## src/common/lpm_params.svh

```systemverilog
// Constants for the low-power mode controller: register offsets, field positions,
// reset values and timing counts. Assumes a 25 MHz system clock.
`ifndef LPM_PARAMS_SVH
`define LPM_PARAMS_SVH
`define CTRL_OFFSET 12'h000
`define STATUS_OFFSET 12'h004
`define CCW_OFFSET 12'h008
`define OPCODE_OFFSET 12'h00C
`define STACK_OFFSET 12'h010
`define CTRL_WAIT_SEL_BIT 0
`define CTRL_WDOG_OFF_BIT 1
`define CTRL_CONV_ON_BIT 2
`define CTRL_SYNC_ON_BIT 3
`define CTRL_SEND_ON_BIT 4
`define CTRL_LISTEN_ON_BIT 5
`define CTRL_RESET 6'h01
`define CCW_STOP_DIS_BIT 7
`define CCW_NMI_MASK_BIT 6
`define CCW_INT_MASK_BIT 4
`define CCW_RESET 8'hD0
`define CMD_IDLE 2'h1
`define CMD_STOP 2'h2
`define OSC_WAIT_CYCLES 16'h0FA0
`define STACK_TOP 16'h00FF
`define CCW_STACK_DEPTH 16'h0008
`endif

```

## src/common/lpm_pkg.sv

```systemverilog
// Types shared by the low-power mode controller files.
package lpm_pkg;
  typedef enum logic [2:0] {
    RUN, STACKING, IDLE, STOPPED, OSC_WAIT, VECTOR
  } lpm_state_t;
endpackage

```

## src/common/osc_wait_if.sv

```systemverilog
// Handshake between the controller and its oscillator restart timer.
`timescale 1ns/100ps
`default_nettype none
interface osc_wait_if;
  logic start;
  logic done;
  modport ctrl (output start, input done);
  modport timer (input start, output done);
endinterface
`default_nettype wire

```

## src/low_power_mode_control.sv

```systemverilog
// Low-power mode controller: idle and stop entry, clock gating, wake-up and
// oscillator restart delay. Software and the core reach it over APB.
// Assumes the external, edge-pending, non-maskable and reset-pin inputs are asynchronous pins.
//
// How it works
// Idle opcode stacks registers, then waits
// Idle keeps oscillator, always gates CPU clock
// Idle repeats reads of stacked condition word
// Any unmasked interrupt ends idle
// Idle stops timer only if masked and watchdog off
// Converter follows its power bit only
// Serial units follow their own enables
// Stop opcode acts only if stop-disable clear
// Stop halts every clock including oscillator
// Low interrupt, reset pin, pending edge wake
// Stop freezes CPU state and pins
// Reset wake runs ordinary reset sequence
// Maskable line wakes only when unmasked
// Non-maskable line wakes regardless; services if unmasked
// Masked non-maskable wake resumes after stop
// Stabilisation delay unless wait select zero
// Delay after power-on, not warm reset
// Software clears wait select only with stable oscillator
// Skipping delay requires interrupt wake, not reset
// Reset sets masks; non-maskable mask clears once
// Stacking sets masks per interrupt kind
// Idle wake skips second push, fetches vector
// Restart delay is a parameter count
`timescale 1ns/100ps
`default_nettype none
`include "lpm_params.svh"
module low_power_mode_control #(
  parameter logic [15:0] OSC_WAIT_CYCLES = `OSC_WAIT_CYCLES
) (
  input wire logic clk_in,
  input wire logic rst_in,
  input wire logic psel_in,
  input wire logic penable_in,
  input wire logic pwrite_in,
  input wire logic [11:0] paddr_in,
  input wire logic [31:0] pwdata_in,
  output logic [31:0] prdata_out,
  output logic pready_out,
  output logic pslverr_out,
  input wire logic ext_int_line_n_in,
  input wire logic ext_int_edge_pending_in,
  input wire logic nonmask_int_line_n_in,
  input wire logic reset_pin_n_in,
  input wire logic internal_int_in,
  input wire logic power_on_in,
  output logic osc_run_out,
  output logic cpu_clk_on_out,
  output logic timer_clk_on_out,
  output logic periph_clk_on_out,
  output logic converter_on_out,
  output logic sync_port_clk_out,
  output logic serial_sender_clk_out,
  output logic serial_listen_clk_out,
  output logic bus_read_out,
  output logic [15:0] bus_addr_out,
  output logic pins_frozen_out,
  output logic reset_seq_out,
  output logic vector_fetch_out,
  output logic nmi_vector_out
);
  typedef struct packed {
    lpm_pkg::lpm_state_t st;
    logic [1:0] sync_ext;
    logic [1:0] sync_edge;
    logic [1:0] sync_nmi;
    logic [1:0] sync_rst;
    logic [1:0] sync_por;
    logic [1:0] ext_s;
    logic edge_s;
    logic nmi_s;
    logic rst_s;
    logic por_s;
    logic por_prev;
    logic [5:0] ctrl;
    logic [7:0] ccw;
    logic nmi_cleared;
    logic [15:0] stack_ptr;
    logic [3:0] push_cnt;
    logic nmi_wake;
    logic [31:0] prdata;
    logic pready;
    logic pslverr;
    logic osc_run;
    logic cpu_clk;
    logic timer_clk;
    logic periph_clk;
    logic conv_on;
    logic sync_clk;
    logic send_clk;
    logic listen_clk;
    logic bus_read;
    logic [15:0] bus_addr;
    logic frozen;
    logic reset_seq;
    logic vec_fetch;
    logic nmi_vec;
  } ctrl_state_t;
  ctrl_state_t cur, next_cur;

  osc_wait_if osc_wait ();

  osc_wait_timer #(
    .WAIT_CYCLES(OSC_WAIT_CYCLES)
  ) u_osc_wait (
    .clk_in(clk_in),
    .rst_in(rst_in),
    .port(osc_wait)
  );

  logic wr_en;
  logic rd_en;
  logic ext_low;
  logic nmi_low;
  logic int_mask;
  logic nmi_mask;
  logic idle_wake;
  logic stop_wake;
  logic start_wait;
  logic [15:0] ccw_slot;

  always_comb begin
    wr_en = psel_in && penable_in && pwrite_in && !cur.pready;
    rd_en = psel_in && penable_in && !pwrite_in && !cur.pready;
    ext_low = !cur.ext_s[0];
    nmi_low = !cur.nmi_s;
    int_mask = cur.ccw[`CCW_INT_MASK_BIT];
    nmi_mask = cur.ccw[`CCW_NMI_MASK_BIT];
    ccw_slot = cur.stack_ptr - `CCW_STACK_DEPTH;
    idle_wake = (nmi_low && !nmi_mask) ||
                ((ext_low || cur.edge_s || internal_int_in) && !int_mask);
    stop_wake = nmi_low || ((ext_low || cur.edge_s) && !int_mask);
    start_wait = 1'b0;

    next_cur = cur;
    next_cur.sync_ext = {cur.sync_ext[0], ext_int_line_n_in};
    next_cur.sync_edge = {cur.sync_edge[0], ext_int_edge_pending_in};
    next_cur.sync_nmi = {cur.sync_nmi[0], nonmask_int_line_n_in};
    next_cur.sync_rst = {cur.sync_rst[0], reset_pin_n_in};
    next_cur.sync_por = {cur.sync_por[0], power_on_in};
    next_cur.ext_s = {cur.ext_s[0], cur.sync_ext[1]};
    next_cur.edge_s = cur.sync_edge[1];
    next_cur.nmi_s = cur.sync_nmi[1];
    next_cur.rst_s = !cur.sync_rst[1];
    // The power-on event is the rising edge of the synchronised indication.
    next_cur.por_prev = cur.sync_por[1];
    next_cur.por_s = cur.sync_por[1] && !cur.por_prev;
    next_cur.vec_fetch = 1'b0;
    next_cur.reset_seq = 1'b0;
    next_cur.pready = 1'b0;
    next_cur.pslverr = 1'b0;

    if (rd_en) begin
      next_cur.pready = 1'b1;
      unique case (paddr_in)
        `CTRL_OFFSET: next_cur.prdata = {26'h000_0000, cur.ctrl};
        `STATUS_OFFSET: next_cur.prdata = {29'h0000_0000, cur.st};
        `CCW_OFFSET: next_cur.prdata = {24'h00_0000, cur.ccw};
        `STACK_OFFSET: next_cur.prdata = {16'h0000, cur.stack_ptr};
        `OPCODE_OFFSET: next_cur.prdata = 32'h0000_0000;
        default: begin
          next_cur.prdata = 32'h0000_0000;
          next_cur.pslverr = 1'b1;
        end
      endcase
    end else if (wr_en) begin
      next_cur.pready = 1'b1;
      unique case (paddr_in)
        `CTRL_OFFSET: next_cur.ctrl = pwdata_in[5:0];
        `CCW_OFFSET: begin
          next_cur.ccw = pwdata_in[7:0];
          // Once cleared, the non-maskable mask cannot be set by software again.
          next_cur.ccw[`CCW_NMI_MASK_BIT] = pwdata_in[`CCW_NMI_MASK_BIT] &&
                                            !cur.nmi_cleared;
          if (!pwdata_in[`CCW_NMI_MASK_BIT]) begin
            next_cur.nmi_cleared = 1'b1;
          end
        end
        `STACK_OFFSET: next_cur.stack_ptr = pwdata_in[15:0];
        `OPCODE_OFFSET: begin
          if (cur.st == lpm_pkg::RUN) begin
            if (pwdata_in[1:0] == `CMD_IDLE) begin
              next_cur.st = lpm_pkg::STACKING;
              next_cur.push_cnt = 4'h0;
            end else if (pwdata_in[1:0] == `CMD_STOP && !cur.ccw[`CCW_STOP_DIS_BIT]) begin
              next_cur.st = lpm_pkg::STOPPED;
            end
          end
        end
        default: next_cur.pslverr = 1'b1;
      endcase
    end

    unique case (cur.st)
      lpm_pkg::RUN: begin
        next_cur.cpu_clk = 1'b1;
        next_cur.osc_run = 1'b1;
        next_cur.periph_clk = 1'b1;
        next_cur.timer_clk = 1'b1;
        next_cur.frozen = 1'b0;
        next_cur.bus_read = 1'b0;
      end
      lpm_pkg::STACKING: begin
        // One register byte per cycle, nine in all, down from the stack pointer.
        next_cur.bus_read = 1'b0;
        next_cur.osc_run = 1'b1;
        next_cur.frozen = 1'b0;
        next_cur.push_cnt = cur.push_cnt + 4'h1;
        if (cur.push_cnt == `CCW_STACK_DEPTH) begin
          next_cur.st = lpm_pkg::IDLE;
        end
      end
      lpm_pkg::IDLE: begin
        next_cur.cpu_clk = 1'b0;
        next_cur.osc_run = 1'b1;
        next_cur.periph_clk = 1'b1;
        next_cur.timer_clk = !(int_mask && cur.ctrl[`CTRL_WDOG_OFF_BIT]);
        next_cur.bus_read = 1'b1;
        next_cur.bus_addr = ccw_slot;
        if (idle_wake) begin
          next_cur.nmi_wake = nmi_low && !nmi_mask;
          next_cur.st = lpm_pkg::VECTOR;
        end
      end
      lpm_pkg::STOPPED: begin
        next_cur.cpu_clk = 1'b0;
        next_cur.osc_run = 1'b0;
        next_cur.periph_clk = 1'b0;
        next_cur.timer_clk = 1'b0;
        next_cur.bus_read = 1'b0;
        next_cur.frozen = 1'b1;
        next_cur.push_cnt = 4'h0;
        if (stop_wake) begin
          // Masked non-maskable wake simply resumes after the stop opcode.
          next_cur.nmi_wake = nmi_low && !nmi_mask;
          start_wait = cur.ctrl[`CTRL_WAIT_SEL_BIT];
          next_cur.st = start_wait ? lpm_pkg::OSC_WAIT : lpm_pkg::RUN;
          if (!start_wait && nmi_low && !nmi_mask) begin
            next_cur.st = lpm_pkg::STACKING;
          end
        end
      end
      lpm_pkg::OSC_WAIT: begin
        // The core stays gated until the oscillator has settled.
        next_cur.osc_run = 1'b1;
        next_cur.cpu_clk = 1'b0;
        next_cur.frozen = 1'b0;
        next_cur.push_cnt = 4'h0;
        if (osc_wait.done) begin
          next_cur.st = cur.nmi_wake ? lpm_pkg::STACKING : lpm_pkg::RUN;
        end
      end
      lpm_pkg::VECTOR: begin
        next_cur.vec_fetch = 1'b1;
        next_cur.bus_read = 1'b0;
        next_cur.nmi_vec = cur.nmi_wake;
        next_cur.ccw[`CCW_INT_MASK_BIT] = 1'b1;
        if (cur.nmi_wake) begin
          next_cur.ccw[`CCW_NMI_MASK_BIT] = 1'b1;
        end
        next_cur.nmi_wake = 1'b0;
        next_cur.st = lpm_pkg::RUN;
      end
      default: next_cur.st = lpm_pkg::RUN;
    endcase

    // A stacking that follows a stop wake leads to service, not to idle.
    if (cur.st == lpm_pkg::STACKING && cur.push_cnt == `CCW_STACK_DEPTH && cur.nmi_wake) begin
      next_cur.st = lpm_pkg::VECTOR;
    end

    next_cur.conv_on = cur.ctrl[`CTRL_CONV_ON_BIT];
    next_cur.sync_clk = cur.ctrl[`CTRL_SYNC_ON_BIT] && cur.periph_clk;
    next_cur.send_clk = cur.ctrl[`CTRL_SEND_ON_BIT] && cur.periph_clk;
    next_cur.listen_clk = cur.ctrl[`CTRL_LISTEN_ON_BIT] && cur.periph_clk;

    // Reset pin: ordinary reset sequence, state restored, wait select set again.
    if (cur.rst_s) begin
      next_cur.reset_seq = 1'b1;
      next_cur.ctrl = `CTRL_RESET;
      next_cur.ccw = `CCW_RESET;
      next_cur.nmi_cleared = 1'b0;
      next_cur.nmi_wake = 1'b0;
      next_cur.frozen = 1'b0;
      // Warm reset with clocks running needs no delay; from stop the delay is kept,
      // and a pin held low restarts it, so the count runs from the release.
      start_wait = (cur.st == lpm_pkg::STOPPED) || (cur.st == lpm_pkg::OSC_WAIT);
      next_cur.st = start_wait ? lpm_pkg::OSC_WAIT : lpm_pkg::RUN;
    end
    if (cur.por_s) begin
      start_wait = 1'b1;
      next_cur.st = lpm_pkg::OSC_WAIT;
      next_cur.reset_seq = 1'b1;
    end
  end

  assign osc_wait.start = start_wait;

  always_ff @(posedge clk_in or posedge rst_in) begin
    if (rst_in) begin
      cur <= '0;
      cur.st <= lpm_pkg::RUN;
      cur.sync_ext <= 2'h3;
      cur.sync_nmi <= 2'h3;
      cur.sync_rst <= 2'h3;
      cur.ext_s <= 2'h3;
      cur.nmi_s <= 1'b1;
      cur.ctrl <= `CTRL_RESET;
      cur.ccw <= `CCW_RESET;
      cur.stack_ptr <= `STACK_TOP;
      cur.osc_run <= 1'b1;
      cur.cpu_clk <= 1'b1;
      cur.timer_clk <= 1'b1;
      cur.periph_clk <= 1'b1;
    end else begin
      cur <= next_cur;
    end
  end

  assign prdata_out = cur.prdata;
  assign pready_out = cur.pready;
  assign pslverr_out = cur.pslverr;
  assign osc_run_out = cur.osc_run;
  assign cpu_clk_on_out = cur.cpu_clk;
  assign timer_clk_on_out = cur.timer_clk;
  assign periph_clk_on_out = cur.periph_clk;
  assign converter_on_out = cur.conv_on;
  assign sync_port_clk_out = cur.sync_clk;
  assign serial_sender_clk_out = cur.send_clk;
  assign serial_listen_clk_out = cur.listen_clk;
  assign bus_read_out = cur.bus_read;
  assign bus_addr_out = cur.bus_addr;
  assign pins_frozen_out = cur.frozen;
  assign reset_seq_out = cur.reset_seq;
  assign vector_fetch_out = cur.vec_fetch;
  assign nmi_vector_out = cur.nmi_vec;
endmodule // low_power_mode_control
`default_nettype wire

```

## src/osc_wait_timer.sv

```systemverilog
// Oscillator stabilisation counter. Started by a one-cycle pulse, it answers
// with a one-cycle done pulse after the configured count of clock cycles.
`timescale 1ns/100ps
`default_nettype none
`include "lpm_params.svh"
module osc_wait_timer #(
  parameter logic [15:0] WAIT_CYCLES = `OSC_WAIT_CYCLES
) (
  input wire logic clk_in,
  input wire logic rst_in,
  osc_wait_if.timer port
);
  typedef struct packed {
    logic busy;
    logic [15:0] count;
    logic done;
  } timer_state_t;
  timer_state_t cur, next_cur;

  always_comb begin
    next_cur = cur;
    next_cur.done = 1'b0;
    if (port.start) begin
      next_cur.busy = 1'b1;
      next_cur.count = WAIT_CYCLES;
    end else if (cur.busy) begin
      if (cur.count <= 16'h0001) begin
        next_cur.busy = 1'b0;
        next_cur.done = 1'b1;
      end else begin
        next_cur.count = cur.count - 16'h0001;
      end
    end
  end

  always_ff @(posedge clk_in or posedge rst_in) begin
    if (rst_in) begin
      cur <= '0;
    end else begin
      cur <= next_cur;
    end
  end

  assign port.done = cur.done;
endmodule // osc_wait_timer
`default_nettype wire

```

## config.mk

```make
export PLATFORM = sky130hd
export DESIGN_NAME = low_power_mode_control
export DESIGN_NICKNAME = d
export VERILOG_FILES = /design/src/common/lpm_pkg.sv /design/src/common/osc_wait_if.sv /design/src/low_power_mode_control.sv /design/src/osc_wait_timer.sv
export VERILOG_INCLUDE_DIRS = /design/src /design/src/common
export SDC_FILE = /design/constraint.sdc
export NUM_CORES = 1
export LEC_CHECK = 0
export BUFFER_PORTS_ARGS = -buffer_cell sky130_fd_sc_hd__buf_2
export CELL_PAD_IN_SITES_DETAIL_PLACEMENT = 1
export CELL_PAD_IN_SITES_GLOBAL_PLACEMENT = 1
export CORE_ASPECT_RATIO = 2
export CORE_MARGIN = 2
export CORE_UTILIZATION = 46
export CTS_CLUSTER_DIAMETER = 50
export DETAILED_ROUTE_END_ITERATION = 6
export GPL_TIMING_DRIVEN = 0
export PLACE_DENSITY_LB_ADDON = 0.1
export SLEW_MARGIN = 10
export SYNTH_ARGS = -nofsm -noshare
export SYNTH_HDL_FRONTEND = slang
export SYNTH_SLANG_ARGS = --single-unit
```

## constraint.sdc

```tcl
create_clock -name clk_in -period 5 [get_ports clk_in]
set_input_delay 0.25 -clock clk_in [delete_from_list [all_inputs] [get_ports clk_in]]
set_output_delay 0.25 -clock clk_in [all_outputs]
set_load 0.02 [all_outputs]
```

* Word level (Yosys, flattened, before mapping)
Cells that the tools add are included.
Cells by class: $add $sub $neg 3, $lt $le $gt $ge 1, eq/ne operators 19, muxes and demuxes 59, bitwise operators 1, reductions and logical operators 69
Operator list (number):
- 35-bit two-way mux | 2
- 16-bit one-hot mux with 4 select lines | 1
- 3-bit two-way mux | 16
- 16-bit two-way mux | 2
- 12-bit by 4-bit == test with 1-bit output, second input constant | 2
- 3-bit nonzero test | 8
- 1-bit logical AND | 19
- 1-bit two-way mux | 18
- 18-bit two-way mux | 1
- 17-bit two-way mux | 1
- 16-bit by 1-bit less-or-equal comparator with 1-bit output, second input constant | 1
- 16-bit by 1-bit subtractor with 16-bit output, second input constant | 1
- 16-bit by 4-bit subtractor with 16-bit output, second input constant | 1
- 15-bit two-way mux | 1
- 3-bit one-hot mux with 5 select lines | 1
- 3-bit AND reduction | 5
- 2-bit nonzero test | 7
- 12-bit by 3-bit == test with 1-bit output, second input constant | 1
- 12-bit by 5-bit == test with 1-bit output, second input constant | 1
- 1-bit zero test | 12
- 12-bit zero test | 1
- 4-bit two-way mux | 3
- 4-bit OR reduction | 3
- 9-bit two-way mux | 1
- other kinds (27) | 43
Storage, ports and cells: register bits after elaboration 136, bits of input ports 55, output and inout port bits 63, logic and storage cells 192

* Logic depth before layout (Yosys ltp)
word-level depth 13, gate-level depth with buffers 7, depth with buffers taken out 7

* By module
From an unflattened synthesis, not the netlist that was laid out.
Unflattened totals: cells, all modules 557, area, all modules 5834.3 um^2
By module, submodules not included:
- low_power_mode_control | instances 1, cells an instance 461, area an instance 4869.7 um^2, seq. area each 2582.5 um^2
- osc_wait_timer | instances 1, cells an instance 96, area an instance 964.7 um^2, seq. area each 450.4 um^2

* Least setup slack after synthesis
No wires, ideal clock.
path kind register to register, start point register u_osc_wait.cur[12] in the netlist's numbering, end point register u_osc_wait.cur[6] in the netlist's numbering, setup time 0.126 ns, data arrival time 1.872 ns, data required time 4.874 ns, slack 3.002 ns, cell stages (with the launch flop) 5, path buffers 0, clock period less this slack 1.998 ns, path through dfrtp_1 -> or4_4 -> nor4_4 -> a31oi_4 -> a221o_1
Between the ends: cells in the longest elaborated chain, start to end 3
RTL lines:
- start, declared | line osc_wait_timer.sv:18 | timer_state_t cur, next_cur;
- start signal, assigned | line osc_wait_timer.sv:40 | cur <= next_cur;
- 16-bit by 1-bit less-or-equal comparator with 1-bit output | line osc_wait_timer.sv:27 | if (cur.count <= 16'h0001) begin
- 2-bit != test (no line)
- 2-bit AND reduction (no line)
Every way passes these cells. A chain may end at the register's enable or synchronous reset.

* Worst setup path in the final report
start point register cur, in the netlist pready_out, end point register cur[76] in the netlist's numbering
Between the ends: cells in the longest elaborated chain, start to end 4, elaborated cells between the ends (all ways) 5, classes of those cells 1 x bitwise; 4 x reduce/logical
RTL lines:
- start, declared | line low_power_mode_control.sv:103 | ctrl_state_t cur, next_cur;
- start signal, assigned | line low_power_mode_control.sv:320 | cur <= next_cur;
- 1-bit zero test * | line low_power_mode_control.sv:127, low_power_mode_control.sv:128
- 1-bit logical AND | line low_power_mode_control.sv:128 | rd_en = psel_in && penable_in && !pwrite_in && !cur.pready;
- 1-bit NOT (no line)
- 3-bit AND reduction (no line) *
Every way passes the cells marked *; elsewhere a longest branch is shown, timed or not.

==> impl.org <==
** Drt
- The first TritonRoute pass finished after 4 iterations.
- The final layout contains routed wiring with a total length of about 15000 um.
- In the routed layout, each cell is associated on average with a via count of 5.277.
- In the final routed layout, each cell accounts on average for approximately 17 um.
- Via count :: 4559
- Residual antenna-violating net count after detailed routing :: 0
- In this run, the number of DRC markers left after iteration 0 of detailed routing was roughly 220.
- Residual DRC :: 0

** Floorplanning
- The initialized floorplan defines just under 60 standard-cell rows.
- Boundary Pins :: between 100 and 150
- The die is 83.35 um wide.
- The die is ~160 um tall.
- The initial utilization of the core area, before any placement, comes to 46.68%.
- The die covers 13560 um^2.
- The region available for standard cell placement spans 12410 um^2.

** Cells and area
- Commonest cells after routing, fill and taps aside :: dfrtp_1, buf_2, nand2_1
- Counting the fill cells in the layout gives about 1400.
- Final antenna diode count :: 0
- Leaving out fill and tap cells, the most frequent cell in the layout is dfrtp_1.
- At the end of the flow the core is filled with cells to 57.52%.
- Layout cell share with drive strength beyond 1 :: 29.41%
- For this run, the post-layout net count is 761.
- Signed area change from the synthesized netlist to the final layout :: 23.22%

** Power and ir drop
- VDD sags by at most 0.2887 mV.
- Fraction of power spent switching nets :: approximately 26%
- Lkg Pwr :: 3.374 nW
- Part of the power in combinational logic :: a little under a tenth
- Power spread over the standard cell area amounts to 347.5 nW/um^2.
- The internal portion of the total power is around 1.8 mW.
- After layout, the design draws a total of 2.481 mW.
- Sw Pwr :: 633.3 uW
- Portion of total power attributed to the clock network :: 48.6%
- Proportion of power drawn by flip-flops and latches :: 42.1%

** Logic synthesis
- Yosys printed 0 warnings.
- Count of flip-flops with a built-in enable after synthesis :: 0
- Sequential fraction of the synthesis area :: ~52%
- Of all flip-flops after synthesis, the portion carrying an async set or reset was 100.0%.
- Number of distinct library cells after synthesis :: 62
- After synthesis the cells add up to approximately 5800 um^2.
- In the synthesized netlist, the number of instances is 576.
- Syn Area/Cell :: 10.06 um^2
- In the synthesized netlist the dominant register cell turns out to be dfrtp_1.
- Flops & latches, synth :: 120

** Setup path
- Setup slack of the worst register-to-register path :: 2650 ps
- Largest driver fanout on the critical path :: 10
- Crit path arrival time :: between 2000 and 3000 ps
- By startpoint and endpoint, the worst setup path is classified as flop to flop.
- Number of cells on the worst reg-to-reg path :: 6
- Req. time, crit path :: 5290 ps
- In this run the critical register-to-register path is launched from pready_out$_DFF_PP0_.
- Launching element type of the critical path :: flop
- The worst setup path is captured at a flop.
- The endpoint identified for the worst register-to-register timing path is cur[76]$_DFFE_PP0P_.

** Hold path
- The startpoint identified for the worst hold timing path is pwdata_in[14].
- The worst hold path was traced through 2 stages.
- The worst hold path terminates at cur[82]$_DFFE_PP0P_.
- In this run the worst hold path is classified as primary input to flop.

** Place
- Before CTS, the worst setup slack after placement is approximately 2500 ps.
- Detailed placement ended at an HPWL of around 10000 um.
- Number of buffers inserted by port buffering :: 84
- Routability Congestion :: 0.8121

** GRT
- The first global-routing pass estimated between 20000 and 25000 um of wire.
- Largest net degree at the start of global routing :: 75
- For this run, the total global-route usage over all layers was measured as 22.95%.
- Antenna violations before repair :: 0
- Aggregate global routing overflow :: 0
- Via count of the first global-routing pass :: 4862

** Clock network
- Clock tree synthesis inserted a total of 17 buffers.
- Deepest level of the CTS H-tree :: 4
- Clock tree from TritonCTS :: built
- Clock tree synthesis found a total of 120 sinks.
- Once the clock tree was built, the resizer swapped 0 gates to a different size.
- The root buffer cell chosen for the clock tree is clkbuf_16.
- Clk pin slew, worst setup/hold paths :: roughly 60 ps
- Maximum clock insertion buffer count :: 2
- Worst-Skew Late Latency :: 410 ps

** STA
- Min Hold Slack :: 63.77 ps
- Setup repair after global routing missed its margin :: false
- The worst path in the final design needs a cycle of roughly 2300 ps, including I/O delays and setup.
- After routing, the total negative slack on setup checks comes to 0 ps.
- After layout, the worst path uses 46.93% of the clock period.
- The hold violation total from the final report was 0.
- Peak Freq :: between 0.4 and 0.5 GHz
- Final setup skew :: 9.005 ps
- The worst path meets setup with 2654 ps of slack.
- Measured against its own limit, the worst slew margin works out to 41.74%.
- For the pin with the worst max-slew slack, the measured transition is 869.2 ps.
- Final setup vio count :: 0
- Number of slew-limit violations in the final report :: 0

** Status
- The flow ran to the end, and the final reports show no timing, DRC or antenna violations.

** Flow run
- Across the run, the number of max-cap violations was 0.
[how the worst max path moves through the flow]
stage	from	endpoint	cells after the start
detailed placement	paddr_in[5]	cur[77]$_DFFE_PP0P_	6
finish	pready_out$_DFF_PP0_	cur[76]$_DFFE_PP0P_	6
global placement	rst_in	prdata_out[13]$_DFFE_PP0P_	2
CTS	pready_out$_DFF_PP0_	cur[76]$_DFFE_PP0P_	6
global route	pready_out$_DFF_PP0_	cur[76]$_DFFE_PP0P_	6
floorplan	rst_in	bus_addr_out[0]$_DFFE_PP0P_	1
[state kept, by name, summed over array words and instances (netlist names)]
signal	cells
reset_seq_out	1
pready_out	1
bus_addr_out	16
periph_clk_on_out	1
vector_fetch_out	1
timer_clk_on_out	1
nmi_vector_out	1
osc_run_out	1
pins_frozen_out	1
serial_listen_clk_out	1
serial_sender_clk_out	1
converter_on_out	1
cpu_clk_on_out	1
u_osc_wait.cur	17
prdata_out	16
cur	55
bus_read_out	1
pslverr_out	1
sync_port_clk_out	1
u_osc_wait.port.done	1
[metal layers]
metal | share of wire [%] | GRT usage [%] | vias to the layer above
met4 | 1.6 | 7.824 | 0
met3 | 3.9 | 4.562 | 18
met2 | 53 | 40.43 | 98
met1 | 42 | 27.96 | 2262
met5 | 0 | 0 | -
li1 | - | - | 2181
[cell type report]
class	count	area, um^2	area share, %
sequential	120	3033	42.49
multi-input combinational	386	2313	32.41
timing repair buffer	91	508.0	7.117
clock buffer	18	439.2	6.152
buffer	68	439.2	6.152
tap	150	187.7	2.629
clock inverter	14	148.9	2.086
inverter	17	68.82	0.9641
[critical path, cell delays in order, from the launching register on]
cell and delay (ps):
dfrtp_1 360, nand3b_1 210, inv_2 100, nand2_1 170
nor3_2 700, buf_4 320, mux2_1 360
[power by group through the flow]
stage                     combinational, mW  clock (mW)  sequential (mW)
after floorplan                       0.160           0             1.05
after global placement                0.219           0             1.06
after detailed placement              0.227           0             1.06
after CTS                             0.233        1.23             1.04
after global routing                  0.260        1.26             1.05
final                                 0.230        1.21             1.04
[logic make-up after synthesis]
kind of cell | Yosys count | share of synthesized area (%)
AND/OR/NAND/NOR | 231 | 19.46
adder cells (fa/ha/maj) | 5 | 1.080
buffers and inverters | 85 | 8.682
multiplexers | 29 | 5.443
other | 1 | 0.06473
AO/OA/AOI/OAI | 88 | 10.35
XOR/XNOR | 17 | 2.570
flip-flops | 120 | 52.35
[synthesized netlist by cell type, types with 13 or more instances]
| cell | number | area [um^2] |
|---|---|---|
| dfrtp_1 | 96 | 2402 |
| nand2_1 | 82 | 307.8 |
| nor2_1 | 50 | 187.7 |
| buf_4 | 49 | 367.9 |
| dfstp_2 | 24 | 630.6 |
| a21oi_1 | 22 | 110.1 |
| clkbuf_1 | 19 | 71.32 |
| nand3_1 | 19 | 95.09 |
| nor3_1 | 17 | 85.08 |
| inv_1 | 16 | 60.06 |
| mux2_1 | 15 | 168.9 |
| xnor2_1 | 14 | 122.6 |
| o21ai_1 | 13 | 65.06 |
[metrics by stage]
step / instance area (um^2) / cells
after CTS: 7138 / 864
after global routing: 7138 / 864
after floorplan: 5849 / 591
after global placement: 6457 / 825
after detailed placement: 6490 / 826
final: 7138 / 864
[timing repair]
item                                   CTS  global route
buffers inserted                         0             0
endpoints found under the hold margin   34             0
hold buffers                             6             0
Power figures use the tool's default switching activity.
